## config.mk

```make
export PLATFORM = sky130hd
export DESIGN_NAME = ips_top
export DESIGN_NICKNAME = d
export VERILOG_FILES = /design/src/core/ips_pkg.sv /design/src/core/ips_level_arb.sv /design/src/core/ips_top.sv
export SDC_FILE = /design/constraint.sdc
export NUM_CORES = 1
export LEC_CHECK = 0
export ABC_AREA = 1
export ABC_CLOCK_PERIOD_IN_PS = 2400
export BUFFER_PORTS_ARGS = -buffer_cell sky130_fd_sc_hd__buf_2
export CAP_MARGIN = 30
export CORE_MARGIN = 5
export CORE_UTILIZATION = 47
export DETAILED_ROUTE_END_ITERATION = 16
export PLACE_DENSITY_LB_ADDON = 0.2
export SYNTH_ARGS = -nofsm -noshare
export SYNTH_HDL_FRONTEND = slang
export SYNTH_SLANG_ARGS = --single-unit
```

## constraint.sdc

```tcl
create_clock -name sys_clk_i -period 2.4 [get_ports sys_clk_i]
set_input_delay 0.24 -clock sys_clk_i [delete_from_list [all_inputs] [get_ports sys_clk_i]]
set_output_delay 0.24 -clock sys_clk_i [all_outputs]
set_load 0.02 [all_outputs]
```

## src/core/ips_pkg.sv

```systemverilog
// Constants shared by the interrupt priority select block.
package ips_pkg;

    // ---------------------------------------------------------------
    // Register placement and layout
    // ---------------------------------------------------------------
    localparam logic [7:0] IPS_PRIO_ADDR = 8'hb8;
    localparam logic [7:0] IPS_PRIO_RESET = 8'h80;
    localparam logic [2:0] IPS_FIXED_TOP = 3'h4;
    localparam int IPS_NUM_SRC = 5;
    localparam int IPS_ID_W = 3;

    // ---------------------------------------------------------------
    // Field positions; bits 0 to 4 double as source numbers
    // ---------------------------------------------------------------
    localparam int IPS_EXT0_BIT = 0;
    localparam int IPS_TIMER0_BIT = 1;
    localparam int IPS_EXT1_BIT = 2;
    localparam int IPS_TIMER1_BIT = 3;
    localparam int IPS_SERIAL_BIT = 4;
    localparam int IPS_TOP_LSB = 5;

endpackage

```

## src/core/ips_level_arb.sv

```systemverilog
// Fixed-order picker for the requests of one priority level.
`timescale 1ns/1ps
`default_nettype none
module ips_level_arb
    import ips_pkg::*;
(
    // Requests of this level, bit 0 polled first
    input wire logic [IPS_NUM_SRC-1:0] req_i,
    // Winner
    output logic any_o,
    output logic [IPS_ID_W-1:0] id_o
);

    // ---------------------------------------------------------------
    // Priority pick
    // ---------------------------------------------------------------

    // The loop runs downward so the lowest numbered request wins.
    always_comb begin
        any_o = 1'b0;
        id_o = '0;
        for (int i = IPS_NUM_SRC - 1; i >= 0; i--) begin
            if (req_i[i]) begin
                any_o = 1'b1;
                id_o = IPS_ID_W'(i);
            end
        end
    end

endmodule
`default_nettype wire

```

## src/core/ips_top.sv

```systemverilog
// Interrupt priority select register with two-level preemption control.
// How it works
// - Bits 7 to 5 always read as 100b and writes to them have no effect.
// - Bit 4 set puts the serial port interrupt at high priority, clear at low.
// - Bit 3 set puts the timer 1 interrupt at high priority, clear at low.
// - Bit 2 set puts external interrupt 1 at high priority, clear at low.
// - Bit 1 set puts the timer 0 interrupt at high priority, clear at low.
// - Bit 0 set puts external interrupt 0 at high priority, clear at low.
`timescale 1ns/1ps
`default_nettype none
module ips_top
    import ips_pkg::*;
(
    // Clock and reset
    input wire logic sys_clk_i,
    input wire logic rst_i,
    // Byte access to the special function register space
    input wire logic [7:0] sfr_addr_i,
    input wire logic sfr_wr_i,
    input wire logic [7:0] sfr_wdata_i,
    input wire logic sfr_rd_i,
    output logic [7:0] sfr_rdata_o,
    output logic sfr_rvalid_o,
    // Single-bit access to the bit-addressable space
    input wire logic [7:0] bit_addr_i,
    input wire logic bit_wr_i,
    input wire logic bit_wdata_i,
    input wire logic bit_rd_i,
    output logic bit_rdata_o,
    output logic bit_rvalid_o,
    // Pending and enabled requests, one per source
    input wire logic [IPS_NUM_SRC-1:0] irq_req_i,
    // Core handshake for entry and return of a service routine
    input wire logic irq_taken_i,
    input wire logic irq_return_i,
    // Request toward the core
    output logic irq_valid_o,
    output logic [IPS_ID_W-1:0] irq_id_o,
    output logic irq_high_o,
    // Current levels and service state
    output logic [IPS_NUM_SRC-1:0] prio_high_o,
    output logic in_service_low_o,
    output logic in_service_high_o
);

    // ---------------------------------------------------------------
    // Storage and decode
    // ---------------------------------------------------------------

    // Only the five priority bits are stored; the top three are constant.
    logic [IPS_NUM_SRC-1:0] prio_bits;
    logic serial_irq_high_priority;
    logic timer1_irq_high_priority;
    logic ext1_irq_high_priority;
    logic timer0_irq_high_priority;
    logic ext0_irq_high_priority;
    logic [7:0] prio_view;
    logic in_svc_low;
    logic in_svc_high;
    logic [IPS_NUM_SRC-1:0] req_high;
    logic [IPS_NUM_SRC-1:0] req_low;
    logic any_high;
    logic any_low;
    logic [IPS_ID_W-1:0] id_high;
    logic [IPS_ID_W-1:0] id_low;
    logic next_valid;
    logic [IPS_ID_W-1:0] next_id;
    logic next_high;
    logic req_valid;
    logic [IPS_ID_W-1:0] req_id;
    logic req_high_lvl;

    // True when a bit address falls inside this register.
    function automatic logic bit_hit(input logic [7:0] addr);
        bit_hit = (addr[7:3] == IPS_PRIO_ADDR[7:3]);
    endfunction

    // Named views of each field.
    assign serial_irq_high_priority = prio_bits[IPS_SERIAL_BIT];
    assign timer1_irq_high_priority = prio_bits[IPS_TIMER1_BIT];
    assign ext1_irq_high_priority = prio_bits[IPS_EXT1_BIT];
    assign timer0_irq_high_priority = prio_bits[IPS_TIMER0_BIT];
    assign ext0_irq_high_priority = prio_bits[IPS_EXT0_BIT];

    // The read view forces the unused top bits to their fixed pattern.
    assign prio_view = {IPS_FIXED_TOP, prio_bits};

    // ---------------------------------------------------------------
    // Register writes
    // ---------------------------------------------------------------

    // A byte write wins over a bit write in the same cycle, because the
    // byte carries the whole intended value. Bit writes above bit 4 land
    // on constant bits and are dropped.
    always_ff @(posedge sys_clk_i or posedge rst_i) begin
        if (rst_i) begin
            prio_bits <= IPS_PRIO_RESET[IPS_NUM_SRC-1:0];
        end else if (sfr_wr_i && sfr_addr_i == IPS_PRIO_ADDR) begin
            prio_bits <= sfr_wdata_i[IPS_NUM_SRC-1:0];
        end else if (bit_wr_i && bit_hit(bit_addr_i)) begin
            if (int'(bit_addr_i[2:0]) < IPS_TOP_LSB) begin
                prio_bits[bit_addr_i[2:0]] <= bit_wdata_i;
            end
        end
    end

    // ---------------------------------------------------------------
    // Register reads
    // ---------------------------------------------------------------

    // Reads answer one cycle later; an unmapped byte address reads zero.
    always_ff @(posedge sys_clk_i or posedge rst_i) begin
        if (rst_i) begin
            sfr_rdata_o <= 8'h00;
            sfr_rvalid_o <= 1'b0;
        end else begin
            sfr_rvalid_o <= sfr_rd_i;
            if (sfr_rd_i && sfr_addr_i == IPS_PRIO_ADDR) begin
                sfr_rdata_o <= prio_view;
            end else begin
                sfr_rdata_o <= 8'h00;
            end
        end
    end

    // Bit reads follow the same one-cycle timing.
    always_ff @(posedge sys_clk_i or posedge rst_i) begin
        if (rst_i) begin
            bit_rdata_o <= 1'b0;
            bit_rvalid_o <= 1'b0;
        end else begin
            bit_rvalid_o <= bit_rd_i;
            if (bit_rd_i && bit_hit(bit_addr_i)) begin
                bit_rdata_o <= prio_view[bit_addr_i[2:0]];
            end else begin
                bit_rdata_o <= 1'b0;
            end
        end
    end

    // ---------------------------------------------------------------
    // Level split
    // ---------------------------------------------------------------

    // Each source joins the high or the low group from its own bit.
    always_comb begin
        req_high = '0;
        req_low = '0;
        req_high[IPS_SERIAL_BIT] = irq_req_i[IPS_SERIAL_BIT]
            & serial_irq_high_priority;
        req_low[IPS_SERIAL_BIT] = irq_req_i[IPS_SERIAL_BIT]
            & ~serial_irq_high_priority;
        req_high[IPS_TIMER1_BIT] = irq_req_i[IPS_TIMER1_BIT]
            & timer1_irq_high_priority;
        req_low[IPS_TIMER1_BIT] = irq_req_i[IPS_TIMER1_BIT]
            & ~timer1_irq_high_priority;
        req_high[IPS_EXT1_BIT] = irq_req_i[IPS_EXT1_BIT]
            & ext1_irq_high_priority;
        req_low[IPS_EXT1_BIT] = irq_req_i[IPS_EXT1_BIT]
            & ~ext1_irq_high_priority;
        req_high[IPS_TIMER0_BIT] = irq_req_i[IPS_TIMER0_BIT]
            & timer0_irq_high_priority;
        req_low[IPS_TIMER0_BIT] = irq_req_i[IPS_TIMER0_BIT]
            & ~timer0_irq_high_priority;
        req_high[IPS_EXT0_BIT] = irq_req_i[IPS_EXT0_BIT]
            & ext0_irq_high_priority;
        req_low[IPS_EXT0_BIT] = irq_req_i[IPS_EXT0_BIT]
            & ~ext0_irq_high_priority;
    end

    // One picker per level keeps the polling order identical in both.
    ips_level_arb u_arb_high (
        .req_i(req_high),
        .any_o(any_high),
        .id_o(id_high)
    );

    ips_level_arb u_arb_low (
        .req_i(req_low),
        .any_o(any_low),
        .id_o(id_low)
    );

    // ---------------------------------------------------------------
    // Preemption decision
    // ---------------------------------------------------------------

    // High service blocks everything; low service admits only high.
    always_comb begin
        next_valid = 1'b0;
        next_id = '0;
        next_high = 1'b0;
        if (!in_svc_high) begin
            if (any_high) begin
                next_valid = 1'b1;
                next_id = id_high;
                next_high = 1'b1;
            end else if (any_low && !in_svc_low) begin
                next_valid = 1'b1;
                next_id = id_low;
            end
        end
    end

    // The request is held in flops; a take drops it for one cycle so the
    // same source is not offered again before the service state updates.
    always_ff @(posedge sys_clk_i or posedge rst_i) begin
        if (rst_i) begin
            req_valid <= 1'b0;
            req_id <= '0;
            req_high_lvl <= 1'b0;
        end else if (irq_taken_i) begin
            req_valid <= 1'b0;
        end else begin
            req_valid <= next_valid;
            req_id <= next_id;
            req_high_lvl <= next_high;
        end
    end

    // ---------------------------------------------------------------
    // Service state
    // ---------------------------------------------------------------

    // Entry marks the level that was offered. A return closes the highest
    // open level, since that routine is the one running. Entry and return
    // in one cycle count as entry, which the core cannot legally issue.
    always_ff @(posedge sys_clk_i or posedge rst_i) begin
        if (rst_i) begin
            in_svc_low <= 1'b0;
            in_svc_high <= 1'b0;
        end else if (irq_taken_i && req_valid) begin
            if (req_high_lvl) begin
                in_svc_high <= 1'b1;
            end else begin
                in_svc_low <= 1'b1;
            end
        end else if (irq_return_i) begin
            if (in_svc_high) begin
                in_svc_high <= 1'b0;
            end else begin
                in_svc_low <= 1'b0;
            end
        end
    end

    // ---------------------------------------------------------------
    // Outputs
    // ---------------------------------------------------------------

    assign irq_valid_o = req_valid;
    assign irq_id_o = req_id;
    assign irq_high_o = req_high_lvl;
    assign prio_high_o = prio_bits;
    assign in_service_low_o = in_svc_low;
    assign in_service_high_o = in_svc_high;

endmodule
`default_nettype wire

```

==> out/qor.txt <==
multi-input logic area - 612 sq um
mapped cell area - 1240 sq um
Filler Cell Count - 257
fin crit period - 1220 ps
Mapped Cells - 181
number of synthesized register bits - 21
Yosys warnings - 0
critical path peak fanout - 5
endpoint class of the critical path - flop
area leader, netlist - dfrtp_1
grt total ovfl - 0
Peak VDD IR - 0.000439 V
DR WL/cell - 10.9 um
first-pass GRT wire length - 4820 um
startpoint types - flop
Area growth syn-to-layout - 26.5%
die area - 3770 sq um
crit path from - prio_high_o[3]
routability cong. - 0.886
# H-tree levels - 1
Worst-Skew Late Latency - 300 ps
drt total wl - 2940 um
width of the chip - 61.4 um
Core Box Area - 2500 sq um
Die Ht - 61.4 um
Lkg Pwr - 0.950 nW
antenna violations before repair - 0
Iteration-0 DRC Markers - 40
Vias/cell - 4.83
fin nets - 278
syn avg cell area - 6.86 sq um
largest net degree at the start of global routing - 22
HPWL after DPL - 2450 um
Initial Util - 0.497
worst path required time - 2600 ps
Post-CTS Setup Repair Bufs - 0
relative slew slack - 0.502
Max Transition Viols Final - 0
first-pass iteration count of the detailed router - 4
Seq/Total Area, Yosys - 0.423
Root Buffer - clkbuf_4
Tot Pwr - 847 uW
FFs w/ async S/R, synth - 1.00
clock tree buffer depth - 2
ant diodes - 0
r2r startpoint - prio_high_o[3]
Setup CP Type - flop to flop
Synth top area share - 0.423
CTS tree - built
status - completed
number of core rows - 18
total CTS buffers - 3
final hold vios - 0
fraction of layout cells with a size suffix above 1 - 0.297
unrepaired setup endpoints after global routing - false
Post-CTS Hold Buffers - 0
top cells by area, synth - dfrtp_1 (42%), nand2_1 (21%), nand3_1 (8.5%)
io pins - 61
clock sinks - 21
Crit path arrival time - 1420 ps
HP Class - input port to async pin
clock slew at reported path FFs - 110 ps
vias in the first global route - 1138
DR vias - 1300
Post-synth top cells - nand2_1 (69), inv_1 (24), dfrtp_1 (21), nand3_1 (21), nor2_1 (16)
Total Negative Setup Slacks - 0 ps
Gates resized, CTS repair - 0
maximum clock rate - 823 MHz
Post-synth EDFFs - 0
Synth cell types - 19
pwr dens - 539 nW/um^2
Final setup viols - 0
count leader, synth - nand2_1
post-route ant nets - 0
reg-to-reg critical path endpoint - irq_id_o[0]
GRT Util Overall - 0.172
Least-Margin Pin Slew - 746 ps
Clock Skew - 3.76 ps
worst r2r path cells - 7
register area - 526 sq um
port bufs - 55
Max-Cap Viols - 0
R2R setup slack - 1180 ps
period utilisation layout - 0.506
# DRC - 0
Synth Flop Type - dfrtp_1
[layout by cell type, fill, tap and decap left out, drive strengths merged]
cell type and count:
nand2 69, buf 55, inv 25, nor2 25, nand3 22, dfrtp 21
nand4 8, clkbuf 3, o21ai 3, conb 2, a21oi 1, nor3 1
o211ai 1, a21boi 1, a32o 1, clkinv 1
[routing by layer]
metal  vias up  part of all wire  routed length (um)  track usage
met4         0            0.0034                  10       0.0273
li1        680                 -                   -            -
met1       572              0.44                1300        0.225
met3         2             0.097                 286       0.0587
met2        46              0.46                1340        0.282
met5         -                 0                   0            0
[metrics by stage]
step / std cells / setup slack (ps) / hold slack (ps) / util / instance area [sq um]
after detailed placement: 265 / 1200 / 365 / 0.618 / 1540
after global placement: 265 / 1210 / 369 / 0.618 / 1540
final: 269 / 1180 / 42.3 / 0.629 / 1570
after floorplan: 182 / 1220 / 217 / - / 1250
after CTS: 269 / 1190 / 39.9 / 0.629 / 1570
after global routing: 269 / 1090 / 28.7 / 0.629 / 1570
[logic make-up after synthesis]
| group | count (synthesis) | share of synthesized area |
|---|---|---|
| other | 1 | 0.00302 |
| buffers and inverters | 27 | 0.0876 |
| AND/OR/NAND/NOR | 125 | 0.447 |
| flip-flops | 21 | 0.423 |
| AO/OA/AOI/OAI | 7 | 0.0393 |
[layout make-up]
cell class              count  area share
well taps                  30      0.0239
clock inverters             1     0.00318
flip-flops and latches     21       0.334
clock buffers               3      0.0143
inverters                  25      0.0597
multi-input cells         134       0.389
repair buffers             55       0.175
[flip-flops by register name, summed over array words and instances (netlist names)]
name and cells:
irq_id_o 3, prio_high_o 5, sfr_rdata_o 6, in_service_high_o 1, bit_rdata_o 1, in_service_low_o 1
irq_high_o 1, irq_valid_o 1, sfr_rvalid_o 1, bit_rvalid_o 1
[how the worst max path moves through the flow]
stage | endpoint | slack, ps | cells past startpoint
6_report | irq_id_o[0] | 1180 | 7
3_3_place_gp | prio_high_o[4] | 1210 | 9
3_5_place_dp | prio_high_o[4] | 1200 | 9
2_1_floorplan | irq_id_o[0] | 1220 | 7
4_1_cts | irq_id_o[0] | 1190 | 7
5_1_grt | irq_id_o[2] | 1090 | 8
[critical path, stage by stage (launching register included)]
cell	delay [ps]
dfrtp_1	410
inv_1	120
nand2_1	130
nand3_1	90
nor2_1	170
nor2_1	60
nand3_1	70
nand3_1	70
[report_power, final]
| group | internal (mW) | switching (mW) |
|---|---|---|
| clock network | 0.0622 | 0.106 |
| registers | 0.390 | 0.0256 |
| logic | 0.0904 | 0.172 |
| total | 0.543 | 0.304 |
Power figures use the tool's default switching activity.
